===== src/fld_pkg.sv =====
// shared constants, types and tables for the flash led driver register map
package fld_pkg;
    // timing
    localparam int CLK_PERIOD_NS   = 50;
    localparam int TIMEOUT_TICK_MS = 1;
    localparam int TICK_CYCLES_DEF = TIMEOUT_TICK_MS * 1000000 / CLK_PERIOD_NS;

    // register offsets
    localparam logic [7:0] ADDR_CHIP_ID  = 8'h00;
    localparam logic [7:0] ADDR_CTRL     = 8'h01;
    localparam logic [7:0] ADDR_CONV     = 8'h07;
    localparam logic [7:0] ADDR_RW_LAST  = 8'h09;
    localparam logic [7:0] ADDR_FLAGS1   = 8'h0a;
    localparam logic [7:0] ADDR_FLAGS2   = 8'h0b;
    localparam logic [7:0] ADDR_PART_REV = 8'h0c;
    localparam logic [7:0] ADDR_LAST_FL  = 8'h0d;

    // reset values and writable-bit masks of the read/write registers 0x09..0x01
    localparam logic [9:1][7:0] RW_RESET = {8'h08, 8'h1a, 8'h09, 8'h3f, 8'hbf,
                                            8'h3f, 8'hbf, 8'h01, 8'h80};
    localparam logic [9:1][7:0] RW_WMASK = {8'h7f, 8'h7f, 8'h0f, 8'h7f, 8'hff,
                                            8'h7f, 8'hff, 8'h7f, 8'hff};
    localparam logic [7:0] CTRL_RST  = 8'h80;
    localparam logic [7:0] FLAGS_RST = 8'h00;

    // field positions
    localparam int MODE_LSB      = 2;
    localparam int OVERRIDE_BIT  = 7;
    localparam int SWRST_BIT     = 7;
    localparam int FLAG_TMO_BIT  = 0;
    localparam logic [1:0] MODE_STANDBY = 2'b00;
    localparam logic [1:0] MODE_IR      = 2'b01;
    localparam logic [1:0] MODE_TORCH   = 2'b10;
    localparam logic [1:0] MODE_FLASH   = 2'b11;

    // serial engine
    localparam logic [3:0] BITS_PER_BYTE = 4'h8;
    localparam logic [1:0] PH_ADDR = 2'd0;
    localparam logic [1:0] PH_REG  = 2'd1;
    localparam logic [1:0] PH_DATA = 2'd2;

    typedef enum logic [2:0] {ST_IDLE, ST_RX, ST_ACK, ST_TX, ST_RACK, ST_RLOAD} fld_state_e_t;

    typedef struct packed {
        logic [2:0]       scl_s;
        logic [2:0]       sda_s;
        logic [12:0]      evt_m;
        logic [12:0]      evt_s;
        fld_state_e_t     st;
        logic [1:0]       phase;
        logic [3:0]       bcnt;
        logic [7:0]       sh;
        logic [7:0]       ptr;
        logic             rd;
        logic             sda_oe_n;
        logic [9:1][7:0]  rw;
        logic [7:0]       flags1;
        logic [4:0]       flags2;
        logic [6:0]       led2_flash;
        logic [6:0]       led2_torch;
    } fld_regs_t;

    typedef struct packed {
        logic [15:0] tick;
        logic [10:0] ms;
        logic        done;
        logic        expired;
    } fld_tmr_t;

    // flash timeout duration in ms for each 4-bit code
    function automatic logic [10:0] fld_timeout_ms(input logic [3:0] code);
        case (code)
            4'h0:    fld_timeout_ms = 11'd40;
            4'h1:    fld_timeout_ms = 11'd80;
            4'h2:    fld_timeout_ms = 11'd120;
            4'h3:    fld_timeout_ms = 11'd160;
            4'h4:    fld_timeout_ms = 11'd200;
            4'h5:    fld_timeout_ms = 11'd240;
            4'h6:    fld_timeout_ms = 11'd280;
            4'h7:    fld_timeout_ms = 11'd320;
            4'h8:    fld_timeout_ms = 11'd360;
            4'h9:    fld_timeout_ms = 11'd400;
            4'ha:    fld_timeout_ms = 11'd600;
            4'hb:    fld_timeout_ms = 11'd800;
            4'hc:    fld_timeout_ms = 11'd1000;
            4'hd:    fld_timeout_ms = 11'd1200;
            4'he:    fld_timeout_ms = 11'd1400;
            default: fld_timeout_ms = 11'd1600;
        endcase
    endfunction
endpackage


===== src/fld_register_map.sv =====
// register map of the flash led driver behind its two-wire serial slave
module fld_register_map import fld_pkg::*; #(
    parameter int         TICK_CYCLES = TICK_CYCLES_DEF,
    parameter logic [6:0] SLAVE_ADDR  = 7'h5a,  // arbitrary value
    parameter logic [7:0] CHIP_ID     = 8'ha5,  // arbitrary value
    parameter logic [7:0] PART_REV    = 8'h21   // arbitrary value
) (
    input  wire logic       clock,
    input  wire logic       rst_n,
    input  wire logic       scl_in,
    input  wire logic       sda_in,
    output logic            sda_out,
    output logic            sda_oe_n,
    input  wire logic       hardware_enable_pin,
    input  wire logic [6:0] fault_evt_primary,
    input  wire logic [4:0] fault_evt_secondary,
    input  wire logic [6:0] last_flash_code,
    output logic [7:0]      operating_control,
    output logic [6:0]      voltage_monitor_cfg,
    output logic [6:0]      led1_flash_code,
    output logic [6:0]      led2_flash_code,
    output logic [6:0]      led1_torch_code,
    output logic [6:0]      led2_torch_code,
    output logic [3:0]      converter_cfg,
    output logic [6:0]      ramp_timeout_cfg,
    output logic [6:0]      thermistor_pin_cfg,
    output logic [7:0]      fault_flags_primary,
    output logic [4:0]      fault_flags_secondary
);
    fld_regs_t  q;
    fld_regs_t  n;
    logic       tmr_exp;
    logic       scl_r;
    logic       scl_f;
    logic       start_c;
    logic       stop_c;
    logic       wr_en;
    logic       soft_rst;
    logic       rd_load;
    logic       clr1;
    logic       clr2;

    function automatic logic [7:0] read_byte(input fld_regs_t s, input logic [7:0] a);
        if (a == ADDR_CHIP_ID) begin
            read_byte = CHIP_ID;
        end else if (a <= ADDR_RW_LAST) begin
            read_byte = s.rw[a[3:0]] & RW_WMASK[a[3:0]];
        end else if (a == ADDR_FLAGS1) begin
            read_byte = s.flags1;
        end else if (a == ADDR_FLAGS2) begin
            read_byte = {3'h0, s.flags2};
        end else if (a == ADDR_PART_REV) begin
            read_byte = PART_REV;
        end else if (a == ADDR_LAST_FL) begin
            read_byte = {1'b0, last_flash_code};
        end else begin
            read_byte = 8'h00;
        end
    endfunction

    fld_flash_timer #(
        .TICK_CYCLES (TICK_CYCLES)
    ) u_timer (
        .clock   (clock),
        .rst_n   (rst_n),
        .run     (q.rw[1][MODE_LSB+1:MODE_LSB] == MODE_FLASH),
        .code    (q.rw[8][3:0]),
        .expired (tmr_exp)
    );

    always_comb begin
        n = q;
        wr_en    = 1'b0;
        soft_rst = 1'b0;
        rd_load  = 1'b0;
        clr1     = 1'b0;
        clr2     = 1'b0;
        // bus pins and fault lines are asynchronous: two flops before use
        n.scl_s = {q.scl_s[1:0], scl_in};
        n.sda_s = {q.sda_s[1:0], sda_in};
        n.evt_m = {hardware_enable_pin, fault_evt_secondary, fault_evt_primary};
        n.evt_s = q.evt_m;
        scl_r   = q.scl_s[1] & ~q.scl_s[2];
        scl_f   = ~q.scl_s[1] & q.scl_s[2];
        start_c = q.scl_s[1] & q.scl_s[2] & q.sda_s[2] & ~q.sda_s[1];
        stop_c  = q.scl_s[1] & q.scl_s[2] & ~q.sda_s[2] & q.sda_s[1];

        if (start_c) begin
            n.st       = ST_RX;
            n.phase    = PH_ADDR;
            n.bcnt     = '0;
            n.sda_oe_n = 1'b1;
        end else if (stop_c) begin
            n.st       = ST_IDLE;
            n.sda_oe_n = 1'b1;
        end else begin
            case (q.st)
                ST_IDLE: begin
                    n.sda_oe_n = 1'b1;
                end
                ST_RX: begin
                    if (scl_r) begin
                        n.sh   = {q.sh[6:0], q.sda_s[1]};
                        n.bcnt = q.bcnt + 4'h1;
                    end else if (scl_f && q.bcnt == BITS_PER_BYTE) begin
                        n.bcnt = '0;
                        n.st   = ST_ACK;
                        n.sda_oe_n = 1'b0;
                        if (q.phase == PH_ADDR) begin
                            n.rd = q.sh[0];
                            if (q.sh[7:1] != SLAVE_ADDR) begin
                                n.st       = ST_IDLE;
                                n.sda_oe_n = 1'b1;
                            end
                        end else if (q.phase == PH_REG) begin
                            n.ptr = q.sh;
                        end else begin
                            wr_en = 1'b1;
                            n.ptr = q.ptr + 8'h01;
                        end
                    end
                end
                ST_ACK: begin
                    if (scl_f) begin
                        n.sda_oe_n = 1'b1;
                        if (q.phase == PH_ADDR && q.rd) begin
                            rd_load = 1'b1;
                        end else begin
                            n.st    = ST_RX;
                            n.phase = (q.phase == PH_ADDR) ? PH_REG : PH_DATA;
                        end
                    end
                end
                ST_TX: begin
                    if (scl_f) begin
                        n.bcnt = q.bcnt + 4'h1;
                        n.sh   = {q.sh[6:0], 1'b0};
                        if (q.bcnt == BITS_PER_BYTE - 4'h1) begin
                            n.bcnt     = '0;
                            n.st       = ST_RACK;
                            n.sda_oe_n = 1'b1;
                        end else begin
                            n.sda_oe_n = q.sh[6];
                        end
                    end
                end
                ST_RACK: begin
                    if (scl_r) begin
                        // a missing acknowledge ends the read until the next start
                        if (!q.sda_s[1]) begin
                            n.ptr = q.ptr + 8'h01;
                            n.st  = ST_RLOAD;
                        end else begin
                            n.st = ST_IDLE;
                        end
                    end
                end
                ST_RLOAD: begin
                    if (scl_f) begin
                        rd_load = 1'b1;
                    end
                end
                default: begin
                    n.st       = ST_IDLE;
                    n.sda_oe_n = 1'b1;
                end
            endcase
        end

        if (rd_load) begin
            n.sh       = read_byte(q, q.ptr);
            n.sda_oe_n = n.sh[7];
            n.bcnt     = '0;
            n.st       = ST_TX;
            clr1       = (q.ptr == ADDR_FLAGS1);
            clr2       = (q.ptr == ADDR_FLAGS2);
        end

        if (wr_en && q.ptr >= ADDR_CTRL && q.ptr <= ADDR_RW_LAST) begin
            // reserved bits are masked off; read-only addresses fall outside
            n.rw[q.ptr[3:0]] = q.sh & RW_WMASK[q.ptr[3:0]];
            soft_rst = (q.ptr == ADDR_CONV) && q.sh[SWRST_BIT];
        end
        if (soft_rst) begin
            n.rw = RW_RESET;
        end
        if (tmr_exp) begin
            n.rw[1][MODE_LSB+1:MODE_LSB] = MODE_STANDBY;
        end

        // hardware sets win over every kind of clear
        if (clr1 || soft_rst || !q.evt_s[12]) begin
            n.flags1 = FLAGS_RST;
        end
        if (clr2 || soft_rst || !q.evt_s[12]) begin
            n.flags2 = '0;
        end
        n.flags1 = n.flags1 | {q.evt_s[6:0], tmr_exp};
        n.flags2 = n.flags2 | q.evt_s[11:7];

        n.led2_flash = q.rw[3][OVERRIDE_BIT] ? q.rw[3][6:0] : q.rw[4][6:0];
        n.led2_torch = q.rw[5][OVERRIDE_BIT] ? q.rw[5][6:0] : q.rw[6][6:0];
    end

    always_ff @(posedge clock or negedge rst_n) begin
        if (!rst_n) begin
            q            <= '0;
            q.scl_s      <= 3'h7;
            q.sda_s      <= 3'h7;
            q.evt_m      <= 13'h1000;
            q.evt_s      <= 13'h1000;
            q.st         <= ST_IDLE;
            q.sda_oe_n   <= 1'b1;
            q.rw         <= RW_RESET;
            q.led2_flash <= RW_RESET[3][6:0];
            q.led2_torch <= RW_RESET[5][6:0];
        end else begin
            q <= n;
        end
    end

    assign sda_out               = 1'b0;
    assign sda_oe_n              = q.sda_oe_n;
    assign operating_control     = q.rw[1];
    assign voltage_monitor_cfg   = q.rw[2][6:0];
    assign led1_flash_code       = q.rw[3][6:0];
    assign led2_flash_code       = q.led2_flash;
    assign led1_torch_code       = q.rw[5][6:0];
    assign led2_torch_code       = q.led2_torch;
    assign converter_cfg         = q.rw[7][3:0];
    assign ramp_timeout_cfg      = q.rw[8][6:0];
    assign thermistor_pin_cfg    = q.rw[9][6:0];
    assign fault_flags_primary   = q.flags1;
    assign fault_flags_secondary = q.flags2;

    property p_ctrl_reset;
        @(posedge clock) disable iff (!rst_n)
        $rose(rst_n) |-> operating_control == CTRL_RST;
    endproperty
    a_ctrl_reset: assert property (p_ctrl_reset) else $error("control not at reset value");

    property p_flash_override;
        @(posedge clock) disable iff (!rst_n)
        q.rw[3][OVERRIDE_BIT] |=> led2_flash_code == $past(led1_flash_code);
    endproperty
    a_flash_override: assert property (p_flash_override) else $error("flash override lost");

    property p_torch_own;
        @(posedge clock) disable iff (!rst_n)
        !q.rw[5][OVERRIDE_BIT] |=> led2_torch_code == $past(q.rw[6][6:0]);
    endproperty
    a_torch_own: assert property (p_torch_own) else $error("torch code not own");

    property p_soft_reset;
        @(posedge clock) disable iff (!rst_n)
        soft_rst |=> operating_control == CTRL_RST && converter_cfg == RW_RESET[7][3:0]
                     && fault_flags_primary == {$past(q.evt_s[6:0]), $past(tmr_exp)};
    endproperty
    a_soft_reset: assert property (p_soft_reset) else $error("soft reset incomplete");

    property p_timeout_end;
        @(posedge clock) disable iff (!rst_n)
        tmr_exp |-> $past(operating_control[3:2]) == MODE_FLASH
                    ##1 operating_control[3:2] == MODE_STANDBY && fault_flags_primary[FLAG_TMO_BIT];
    endproperty
    a_timeout_end: assert property (p_timeout_end) else $error("flash not ended");

    property p_flag_sticky;
        @(posedge clock) disable iff (!rst_n)
        q.evt_s[0] || (fault_flags_primary[1] && !clr1 && !soft_rst && q.evt_s[12])
            |=> fault_flags_primary[1];
    endproperty
    a_flag_sticky: assert property (p_flag_sticky) else $error("flag set lost");

    property p_read_clear;
        @(posedge clock) disable iff (!rst_n)
        clr1 && q.evt_s[6:0] == 7'h00 && !tmr_exp |=> fault_flags_primary == FLAGS_RST;
    endproperty
    a_read_clear: assert property (p_read_clear) else $error("flags not cleared by read");

    property p_ptr_advance;
        @(posedge clock) disable iff (!rst_n)
        wr_en && !start_c |=> q.ptr == $past(q.ptr) + 8'h01 ##1 q.st == ST_ACK;
    endproperty
    a_ptr_advance: assert property (p_ptr_advance) else $error("pointer not advanced");

    property p_reserved_zero;
        @(posedge clock) disable iff (!rst_n)
        q.rw[2][7] == 1'b0 && q.rw[7][7:4] == 4'h0 && q.rw[4][7] == 1'b0 && q.rw[9][7] == 1'b0
        && q.rw[6][7] == 1'b0 && q.rw[8][7] == 1'b0;
    endproperty
    a_reserved_zero: assert property (p_reserved_zero) else $error("reserved bit set");

    property p_hardware_enable_pin_clear;
        @(posedge clock) disable iff (!rst_n)
        !q.evt_s[12] && q.evt_s[6:0] == 7'h00 && !tmr_exp |=> fault_flags_primary == FLAGS_RST;
    endproperty
    a_hardware_enable_pin_clear: assert property (p_hardware_enable_pin_clear) else $error("enable pin clear lost");

    property p_read_advance;
        @(posedge clock) disable iff (!rst_n)
        q.st == ST_RACK && scl_r && !q.sda_s[1] |=> q.ptr == $past(q.ptr) + 8'h01;
    endproperty
    a_read_advance: assert property (p_read_advance) else $error("read pointer stuck");

    property p_conv_wr;
        @(posedge clock) disable iff (!rst_n)
        wr_en && q.ptr == ADDR_CONV && !q.sh[SWRST_BIT] |=> converter_cfg == $past(q.sh[3:0]);
    endproperty
    a_conv_wr: assert property (p_conv_wr) else $error("cfg lost");

    c_write: cover property (@(posedge clock) disable iff (!rst_n) wr_en);
    c_flag_read: cover property (@(posedge clock) disable iff (!rst_n) clr1);
    c_timeout: cover property (@(posedge clock) disable iff (!rst_n) tmr_exp);
    c_soft_reset: cover property (@(posedge clock) disable iff (!rst_n) soft_rst);
    c_read_ack: cover property (@(posedge clock) disable iff (!rst_n) q.st == ST_RACK && scl_r);
endmodule // fld_register_map


===== src/fld_flash_timer.sv =====
// flash timeout timer: millisecond divider and duration compare
module fld_flash_timer import fld_pkg::*; #(
    parameter int TICK_CYCLES = TICK_CYCLES_DEF
) (
    input  wire logic       clock,
    input  wire logic       rst_n,
    input  wire logic       run,
    input  wire logic [3:0] code,
    output logic            expired
);
    fld_tmr_t q;
    fld_tmr_t n;

    always_comb begin
        n = q;
        n.expired = 1'b0;
        if (!run) begin
            n.tick = '0;
            n.ms   = '0;
            n.done = 1'b0;
        end else if (!q.done) begin
            if (q.tick == 16'(TICK_CYCLES - 1)) begin
                n.tick = '0;
                n.ms   = q.ms + 11'd1;
                // one pulse per flash; run must drop before the next flash can time out
                if (n.ms >= fld_timeout_ms(code)) begin
                    n.done    = 1'b1;
                    n.expired = 1'b1;
                end
            end else begin
                n.tick = q.tick + 16'h1;
            end
        end
    end

    always_ff @(posedge clock or negedge rst_n) begin
        if (!rst_n) begin
            q <= '0;
        end else begin
            q <= n;
        end
    end

    assign expired = q.expired;
endmodule // fld_flash_timer


===== config.mk =====
export PLATFORM = sky130hd
export DESIGN_NAME = fld_register_map
export DESIGN_NICKNAME = d
export VERILOG_FILES = /design/src/fld_pkg.sv /design/src/fld_register_map.sv /design/src/fld_flash_timer.sv
export SDC_FILE = /design/constraint.sdc
export NUM_CORES = 1
export LEC_CHECK = 0
export ABC_AREA = 1
export BUFFER_PORTS_ARGS = -buffer_cell sky130_fd_sc_hd__buf_2
export CORE_MARGIN = 2
export CORE_UTILIZATION = 54
export CTS_BUF_LIST = sky130_fd_sc_hd__clkbuf_16
export CTS_CLUSTER_DIAMETER = 120
export DETAILED_ROUTE_END_ITERATION = 10
export PLACE_DENSITY = 0.74
export RECOVER_POWER = 100
export SETUP_SLACK_MARGIN = 0.3
export SLEW_MARGIN = 20
export SYNTH_ARGS = -nofsm -noshare
export SYNTH_HDL_FRONTEND = slang
export SYNTH_SLANG_ARGS = --single-unit
export TNS_END_PERCENT = 100

===== constraint.sdc =====
create_clock -name clock -period 2.46 [get_ports clock]
set_clock_uncertainty 0.1 [all_clocks]
set_input_delay 0 -clock clock [delete_from_list [all_inputs] [get_ports clock]]
set_output_delay 0 -clock clock [all_outputs]
set_load 0.05 [all_outputs]

==> results of run 1 <==
power by group:
| group | internal [mW] | switching (mW) | total, mW |
|---|---|---|---|
| combinational | 0.157 | 0.491 | 0.648 |
| sequential | 3.19 | 0.155 | 3.35 |
| clock | 1.48 | 1.29 | 2.77 |
| total | 4.83 | 1.94 | 6.77 |
sequential cells by signal, summed over array words and instances (netlist names), 8 cells and up:
| signal | flops |
|---|---|
| q | 66 |
| fault_flags_primary | 8 |
| u_timer.q | 28 |
| operating_control | 8 |
| n | 17 |
synthesized netlist by cell type, types with 7 or more instances:
library cell / instances
nand3_1: 82
inv_2: 19
o21ai_0: 120
o22ai_1: 21
buf_4: 77
dfstp_2: 55
nor3_1: 17
dfrtp_1: 132
ha_1: 22
o211ai_1: 7
a21oi_1: 44
nand2_1: 326
o21ai_1: 25
inv_1: 154
clkbuf_1: 14
nor2_1: 108
buf_2: 10
nand4_1: 32
xor2_1: 13
final cells by class:
class	count	area, sq um
multi-input cells	860	4420
fillers	1629	6940
repair inverters	1	5.00
repair buffers	178	1090
clock inverters	14	131
well taps	234	293
clock buffers	18	450
inverters	175	681
flip-flops and latches	187	4750
kinds of logic after synthesis:
| logic type | Yosys count |
|---|---|
| flops | 187 |
| simple gates | 583 |
| other cells | 1 |
| compound gates | 238 |
| fa+ha+maj | 22 |
| xor+xnor | 15 |
| buf+inv | 279 |
final timing paths:
check | from | to | slack (ps) | depth (start not counted)
min reg2reg | n[126] | q[126] | 250 | 0
max in group asynchronous | rst_n | u_timer.q[19] | 530 | 3
min in group asynchronous | rst_n | led1_flash_code[6] | 240 | 2
min | last_flash_code[3] | q[112] | 10 | 7
max reg2reg | q[101] | ramp_timeout_cfg[0] | 150 | 11
max | q[101] | ramp_timeout_cfg[0] | 150 | 11
critical path: cells and delay by family (launching register included):
kind	cells	cell delay (ps)
buffers and inverters	3	430
DFF	1	400
AOI/OAI and AO/OA	2	490
and+or+nand+nor	5	640
adders and majority gates	1	170
through the flow:
stage	cells	util [%]	power, mW	instance area (sq um)
floorplan	1325	-	3.70	10400
global placement	1585	57.4	4.00	10800
detailed placement	1585	57.4	4.01	10800
CTS	1645	62.3	6.78	11700
global route	1667	63.0	6.99	11800
finish	1667	63.0	6.77	11800
per-layer routing:
layer / track usage, % / wire, microns
met1: 37.5 / 11800
met2: 46.1 / 13700
met3: 5.25 / 2020
met4: 9.17 / 694
met5: 0 / 0
timing repair:
action | 4_1_cts | 5_1_grt
hold buffers | 21 | 0
hold endpoints to repair | 106 | 0
setup endpoints to repair | 52 | 117
setup buffers | 7 | 19
gates resized for setup | 15 | 51
pin swaps | 8 | 13
gates cloned | 0 | 3
==> results.cfg, run 1 <==
[outcome]
status = finished clean

[clocking]
cts_max_path_buffers = 2
root_buffer = clkbuf_16
clkTransAtPathRegs_ps = 70
htree_levels = 4
insertion_delay_ps = 440
clock_sinks = 187
cts_tree = yes
cts_buffers = 17

[logic_synthesis]
synth_cell_types = 46
synthesis.area_sq_um = 10300
synthArstFlopShare_pct = 100
synth_top_area_share_pct = 31.9
muxShareOfSynthArea_pct = 0
synth_compound_area_share_pct = 13.0
ys_seq_elements = 187
yosysSeqAreaShare_pct = 45.9
syn_inst = 1325
synth_top_family_by_area = simple AND/OR/NAND/NOR gates
synth_nets = 1371
yosys_warnings = 0
synth-simple-area-share_pct = 24.0
synth_flop_cell = dfrtp_1
synth_edf_count = 0
yosysTopAreaCell = dfrtp_1
syn_avg_cell_area_sq_um = 7.81
synthTopCellsByArea = dfrtp_1, dfstp_2, nand2_1
yosys.area_share.adder_pct = 2.66
synth_xor_xnor_area_share_pct = 1.27

[global_route]
grt_pass1_vias = 8617
grt_pass1_wl_microns = 44300
gr-total-overflow = 0
antenna_found_initial = 0
grt.total_usage_pct = 28.0
grt_max_degree = 91

[placed_design]
gp_congestion = 0.961
pre_cts_slack_ps = 99.0
hpwl_microns = 19800
portBuffers = 98

[layout]
syn2layout_area_growth_pct = 14.3
final_common_cell = nand2_1
layout_common_cells = nand2_1, inv_1, dfrtp_1, o21ai_0, nor2_1
nets = 1466
num_antenna_cells = 0
drive_above_1_share_pct = 15.9

[floorplan]
die-area_sq_um = 20300
start_util_pct = 55.1
core_area_sq_um = 18800
rows = 50
ios = 100
die_h_microns = 142
die_w_microns = 142

[drt]
drt_iter0_markers = 838
drc_errors = 0
vias = 9251
via_per_inst = 5.55
routed_wl_microns = 28300
wl_per_cell_microns = 17.0
ant_nets = 0
drt_first_pass_iters = 5

[setup_path]
crit_arrival_ps = 2580
start_kind = flip-flop
crit_path_end_kind = flip-flop
critPathSlowestCell = dfrtp_2
max_stage_delay_ps = 400
crit_chain = clkbuf_1, inv_6, ha_4, nand2_1, nor2_1, nor3_1, nand2_2, buf_12, a21oi_1, nand3_1, o21ai_1
path_max_fanout = 11
criticalPathCategory = flip-flop to flip-flop
critPathRequiredTime_ps = 2730

[power]
power.density_nw_per_um2 = 572
ir_drop_mv = 0.522
leakage_nw = 5.42

[job]
maxCapViolations = 0

[sta]
timing.hold.ws_ps = 12.9
setup_viol = 0
period_minus_slack_ps = 2310
slew_violations = 0
fin_ws_ps = 146
worstMarginPinSlew_ps = 1250
period_share_pct = 94.1
rsz0062_at_grt = true
hold_viol = 0
max_freq_ghz = 0.432
fin_setup_tns_ps = 0
relSlewSlack_pct = 16.8

[hold_path]
hp-class = input pin to flip-flop
Note: power is estimated with default switching activity, not from simulation.
==> run 2: changes to the inputs <==
--- a/config.mk
+++ b/config.mk
@@ -5,7 +5,6 @@
 export SDC_FILE = /design/constraint.sdc
 export NUM_CORES = 1
 export LEC_CHECK = 0
-export ABC_AREA = 1
 export BUFFER_PORTS_ARGS = -buffer_cell sky130_fd_sc_hd__buf_2
 export CORE_MARGIN = 2
 export CORE_UTILIZATION = 54
==> run 2 against run 1 <==
Global-route usage increased by 1.1 points. Sequential power barely moved. Total power grew 4.8%. Core utilization rose by 1.9 points. The flow now finishes with violations (max-capacitance violations, max-slew violations, negative setup slack). First-iteration DRC count shrank 15%. Wire length up 2.3%. Die area fell by 1.8%. Sequential share of layout area fell by 0.78 points. Largest power group unchanged. Synthesized area shrank 1.9%. Sequential cell count is the same. Critical path depth shrank 2. Synthesized cell count decreased by 26%.
==> results.cfg, run 2 <==
[logic_synthesis]
synth_nets = 1030
synth_cell_types = 77
synth_top_area_share_pct = 32.5
syn_avg_cell_area_sq_um = 10.3
synthTopCellsByArea = dfrtp_1, dfstp_2, buf_4
synth_compound_area_share_pct = 18.7
yosys.area_share.adder_pct = 2.71
synth_edf_count = 0
muxShareOfSynthArea_pct = 6.60
ys_seq_elements = 187
synth_top_family_by_area = compound AO/OA/AOI/OAI gates
yosysTopAreaCell = dfrtp_1
yosysMostFrequentCell = dfrtp_1
yosysSeqAreaShare_pct = 46.8
synthesis.area_sq_um = 10100
synth-simple-area-share_pct = 14.5
yosys_warnings = 0
synth_commonest_cells = dfrtp_1, buf_4, nand2_1
synth_flop_cell = dfrtp_1
syn_inst = 984
synth_xor_xnor_area_share_pct = 1.98
synthArstFlopShare_pct = 100

[setup_path]
crit_arrival_ps = 2830
criticalPathCategory = flip-flop to flip-flop
critPathSlowestCell = dfstp_2
path_max_fanout = 3
critPathRequiredTime_ps = 2660
crit_path_end_kind = flip-flop
max_stage_delay_ps = 540
start_kind = flip-flop
path_delay_family = compound AO/OA/AOI/OAI gates
crit_chain = inv_2, ha_4, inv_2, mux4_2, ha_4, a21o_1, a2111oi_2, o32a_1, o21ai_1
path_buf_inv = 2

[power]
power.density_nw_per_um2 = 588
leakage_nw = 5.04
clock_power_share_pct = 41.3
switchingPower_mw = 1.91
p_seq_share_pct = 47.1
p_comb_share_pct = 11.6
switching_share_pct = 27.0
power.total_mw = 7.09
ir_drop_mv = 0.661
internal_power_mw = 5.18

[floorplan]
die_h_microns = 141
die_w_microns = 141
die-area_sq_um = 19900
start_util_pct = 54.6
ios = 100
core_area_sq_um = 18600
rows = 50

[clocking]
cts_tree = yes
cts_buffers = 17
clkTransAtPathRegs_ps = 70
cts_max_path_buffers = 2
htree_levels = 4
root_buffer = clkbuf_16
clock_sinks = 187
insertion_delay_ps = 440

[sta]
rsz0062_at_grt = true
worstMarginPinSlew_ps = 1950
slew_violations = 78
max_freq_ghz = 0.381
timing.hold.ws_ps = 76.0
period_share_pct = 107
fin_ws_ps = -162
period_minus_slack_ps = 2620
setup_viol = 61
hold_viol = 0
relSlewSlack_pct = -30.3

[global_route]
antenna_found_initial = 0
grt_pass1_vias = 8114
gr-total-overflow = 0
grt_max_degree = 78
grt_pass1_wl_microns = 44700
grt.total_usage_pct = 29.1

[layout]
largest_reg_flops = 66
final_common_cell = dfrtp_1
nets = 1150
layout_common_cells = dfrtp_1, buf_4, clkbuf_1, nand2_1, nor2_1
largest_register = q
drive_above_1_share_pct = 28.6
syn2layout_area_growth_pct = 18.8
nFillCells = 1498
final_cell_area_sq_um = 12100
num_antenna_cells = 0

[placed_design]
gp_congestion = 0.961
placed_area_sq_um = 11200
portBuffers = 98
hpwl_microns = 20400

[drt]
routed_wl_microns = 28900
drt_first_pass_iters = 5
via_per_inst = 6.19
vias = 8365
ant_nets = 0
drc_errors = 0
drt_iter0_markers = 713
wl_per_cell_microns = 21.4

[outcome]
violations = max-capacitance violations, max-slew violations, negative setup slack
status = finished, violations left

[job]
maxCapViolations = 1

[hold_path]
hp-class = input pin to flip-flop
## run 2: layout make-up
class                   instances  area (sq um)  area share, %
well taps                     234           293           2.43
multi-input cells             641          4860           40.3
clock buffers                  17           425           3.53
inverters                      31           121           1.01
flip-flops and latches        187          4750           39.4
clock inverters                15           196           1.63
repair buffers                226          1410           11.7
## run 2: tightest hold or removal path, stage by stage
cell and delay [ps]:
buf_2 90, a32oi_1 60, nor2_1 180, a32oi_1 90, a31oi_1 150
## run 2: power by group through the flow
stage | registers (mW) | clock network [mW] | logic [mW]
floorplan | 3.33 | 0 | 0.428
global placement | 3.38 | 0 | 0.760
detailed placement | 3.38 | 0 | 0.765
CTS | 3.33 | 2.97 | 0.794
global route | 3.35 | 3.10 | 0.864
finish | 3.34 | 2.93 | 0.826
## run 2: kinds of logic after synthesis
logic type               Yosys count
flip-flops                       187
buffers and inverters            157
AO/OA/AOI/OAI                    258
XOR/XNOR                          23
multiplexers                      54
adder cells (fa/ha/maj)           22
AND/OR/NAND/NOR                  282
other                              1
## run 2: timing repair
| item | CTS | global route |
|---|---|---|
| setup buffers | 7 | 12 |
| endpoints found under the hold margin | 131 | 0 |
| hold buffers | 17 | 0 |
| resized for setup | 14 | 30 |
| gates cloned | 0 | 1 |
| endpoints found under the setup margin | 108 | 121 |
| pin swaps | 3 | 6 |
## run 2: worst paths after layout
| check | start | to | slack, ps | cells past startpoint |
|---|---|---|---|---|
| min | last_flash_code[6] | q[115] | 80 | 5 |
| max reg2reg | ramp_timeout_cfg[1] | u_timer.q[1] | -160 | 9 |
| max | ramp_timeout_cfg[1] | u_timer.q[1] | -160 | 9 |
| max in group asynchronous | rst_n | n[153] | 340 | 3 |
| min in group asynchronous | rst_n | u_timer.q[18] | 550 | 2 |
| min reg2reg | n[132] | q[132] | 250 | 0 |
## run 2: through the flow
stage / worst slack [ps] / util, % / TNS (ps) / cells
2_1_floorplan: -101 / - / -2010 / 984
3_3_place_gp: -101 / 60.0 / -671 / 1282
3_5_place_dp: -117 / 60.0 / -1190 / 1282
4_1_cts: -139 / 64.8 / -1030 / 1338
5_1_grt: -286 / 64.9 / -10320 / 1351
6_report: -162 / 64.9 / -3700 / 1351
## run 2: metal layers
| metal | part of all wire [%] | GRT usage [%] | vias up |
|---|---|---|---|
| met1 | 41 | 39.1 | 4109 |
| met2 | 47 | 46.9 | 398 |
| met3 | 7.0 | 5.03 | 89 |
| met5 | 0 | 0 | - |
| li1 | - | - | 3769 |
| met4 | 4.2 | 12.2 | 0 |
==> run 3: changes to the inputs <==
--- a/config.mk
+++ b/config.mk
@@ -6,12 +6,14 @@
 export NUM_CORES = 1
 export LEC_CHECK = 0
 export BUFFER_PORTS_ARGS = -buffer_cell sky130_fd_sc_hd__buf_2
+export CELL_PAD_IN_SITES_DETAIL_PLACEMENT = 1
+export CELL_PAD_IN_SITES_GLOBAL_PLACEMENT = 2
 export CORE_MARGIN = 2
-export CORE_UTILIZATION = 54
+export CORE_UTILIZATION = 35
 export CTS_BUF_LIST = sky130_fd_sc_hd__clkbuf_16
 export CTS_CLUSTER_DIAMETER = 120
 export DETAILED_ROUTE_END_ITERATION = 10
-export PLACE_DENSITY = 0.74
+export PLACE_DENSITY = 0.73
 export RECOVER_POWER = 100
 export SETUP_SLACK_MARGIN = 0.3
 export SLEW_MARGIN = 20
==> run 3 against run 2 <==
Clock power about the same. The run still ends with max-capacitance violations, max-slew violations, negative setup slack left. First-iteration DRC count down 36%. Via count up 1.5%. Sequential cell count unchanged. Critical endpoint unchanged.
==> results.cfg, run 3 (synthesis results as in run 2) <==
[sta]
fin_ws_ps = -249
setup_viol = 72
hold_viol = 0
period_share_pct = 110
max_freq_ghz = 0.369
worstMarginPinSlew_ps = 1880
period_minus_slack_ps = 2710
relSlewSlack_pct = -25.6
rsz0062_at_grt = true
slew_violations = 73

[clocking]
cts_tree = yes
htree_levels = 4
root_buffer = clkbuf_16
cts_buffers = 17
insertion_delay_ps = 450
cts_max_path_buffers = 2
clock_sinks = 187
clkTransAtPathRegs_ps = 80

[power]
power.density_nw_per_um2 = 533
internal_power_mw = 5.01
leakage_nw = 5.54
p_comb_share_pct = 13.2
switchingPower_mw = 2.24
p_seq_share_pct = 46.1
switching_share_pct = 31.0
ir_drop_mv = 0.440
clock_power_share_pct = 40.7

[drt]
routed_wl_microns = 33600
drt_first_pass_iters = 4
ant_nets = 0
via_per_inst = 5.47
wl_per_cell_microns = 21.7
drc_errors = 0
drt_iter0_markers = 457
vias = 8488

[setup_path]
reg2reg_slack_ps = -250
criticalPathCategory = flip-flop to flip-flop
path_delay_family = compound AO/OA/AOI/OAI gates
path_buf_inv = 2
crit_path_end_kind = flip-flop
path_max_fanout = 3
reg2regPathDepth = 10
worst_path_most_repeated_cell = ha_4
start_kind = flip-flop
crit-reg2reg-launch = ramp_timeout_cfg[1]
critPathRequiredTime_ps = 2730
crit_arrival_ps = 2980
critPathSlowestCell = dfstp_2
crit_chain = inv_4, ha_4, inv_2, mux4_2, ha_4, nand3_4, a31oi_4, a2111oi_4, o32a_1, o21ai_1
crit_cells = 10
rr_endpoint = u_timer.q[1]
max_stage_delay_ps = 570

[floorplan]
die_h_microns = 174
ios = 100
core_area_sq_um = 28600
start_util_pct = 35.5
die-area_sq_um = 30400
die_w_microns = 174
rows = 62

[layout]
nets = 1198
drive_above_1_share_pct = 40.3
layout_common_cells = dfrtp_1, buf_4, clkbuf_1, nand2_1, dfstp_2
post-route-util_pct = 47.5
final_common_cell = dfrtp_1
nFillCells = 3088
syn2layout_area_growth_pct = 34.0
largest_register = q
largest_reg_flops = 66

[global_route]
grt.total_usage_pct = 21.9
grt_pass1_wl_microns = 51500
gr-total-overflow = 0
antenna_found_initial = 2
grt_max_degree = 73
grt_pass1_vias = 8776

[placed_design]
gp_congestion = 0.851
hpwl_microns = 23500
pre_cts_slack_ps = -159
portBuffers = 98

[hold_path]
min_path_cells = 2
hp-start = fault_evt_secondary[3]
hp-class = input pin to flip-flop
hold_end = n[136]

[outcome]
violations = max-capacitance violations, max-slew violations, negative setup slack
status = finished, violations left

[job]
maxCapViolations = 1
-- run 3: cell count changes in the layout (fill, tap and decap cells not counted), moves of 6 or more --
cell       previous run  this run
nand2_2               0         9
a2bb2oi_2             0        16
nor2_1               51        45
a21oi_1              37        26
buf_6                 2        38
a21oi_2               4        12
a2bb2oi_1            16         0
nand2_1              64        51
-- run 3: worst max-delay path by stage --
stage	slack (ps)	start	to
floorplan	-100	ramp_timeout_cfg[1]	u_timer.q[1]
CTS	-190	ramp_timeout_cfg[1]	u_timer.q[1]
global route	-290	ramp_timeout_cfg[1]	u_timer.q[1]
finish	-250	ramp_timeout_cfg[1]	u_timer.q[1]
detailed placement	-160	ramp_timeout_cfg[1]	u_timer.q[1]
global placement	-120	ramp_timeout_cfg[1]	u_timer.q[1]
-- run 3: final cells by class --
type	count	area, sq um	share of cell area, %
clock buffers	17	425	3.13
clock inverters	15	193	1.42
well taps	384	480	3.53
multi-input cells	642	5600	41.2
inverters	31	126	0.929
flip-flops and latches	187	4750	34.9
repair buffers	273	2020	14.8
diodes	2	5.00	0.0368
-- run 3: power by group through the flow --
stage	Clock [mW]	Sequential (mW)	Combinational (mW)
floorplan	0	3.33	0.428
global placement	0	3.40	0.831
detailed placement	0	3.40	0.837
CTS	3.00	3.34	0.931
global route	3.13	3.36	1.02
finish	2.95	3.34	0.958
-- run 3: timing repair --
action | 4_1_cts | 5_1_grt
pin swaps | 65 | 52
endpoints found under the setup margin | 113 | 124
hold buffers | 17 | 0
gates cloned | 2 | 2
hold endpoints to repair | 114 | 0
buffers inserted | 26 | 22
resized for setup | 141 | 107
-- run 3: stage by stage --
| step | TNS [ps] | std cells | hold WS, ps | instance area (sq um) | power [mW] |
|---|---|---|---|---|---|
| 5_1_grt | -10590 | 1549 | 81.5 | 13600 | 7.51 |
| 3_5_place_dp | -835 | 1448 | -28.7 | 11500 | 4.24 |
| 6_report | -6710 | 1551 | 85.3 | 13600 | 7.25 |
| 4_1_cts | -383 | 1525 | 60.1 | 13200 | 7.28 |
| 2_1_floorplan | -2010 | 984 | -396 | 10500 | 3.76 |
| 3_3_place_gp | -394 | 1448 | -28.6 | 11500 | 4.23 |
-- run 3: worst reg2reg max path, delay by kind of cell, from the launching register on --
family,cells,cell delay [ps]
multiplexers,1,480
buffers and inverters,2,90
AND/OR/NAND/NOR,1,60
AO/OA/AOI/OAI,4,760
adder cells (fa/ha/maj),2,570
flip-flops,1,570
-- run 3: metal layers --
| metal | GRT usage [%] | part of all wire, % |
|---|---|---|
| met1 | 29.9 | 46 |
| met2 | 34.7 | 47 |
| met3 | 4.05 | 3.7 |
| met4 | 8.47 | 3.7 |
| met5 | 0 | 0 |
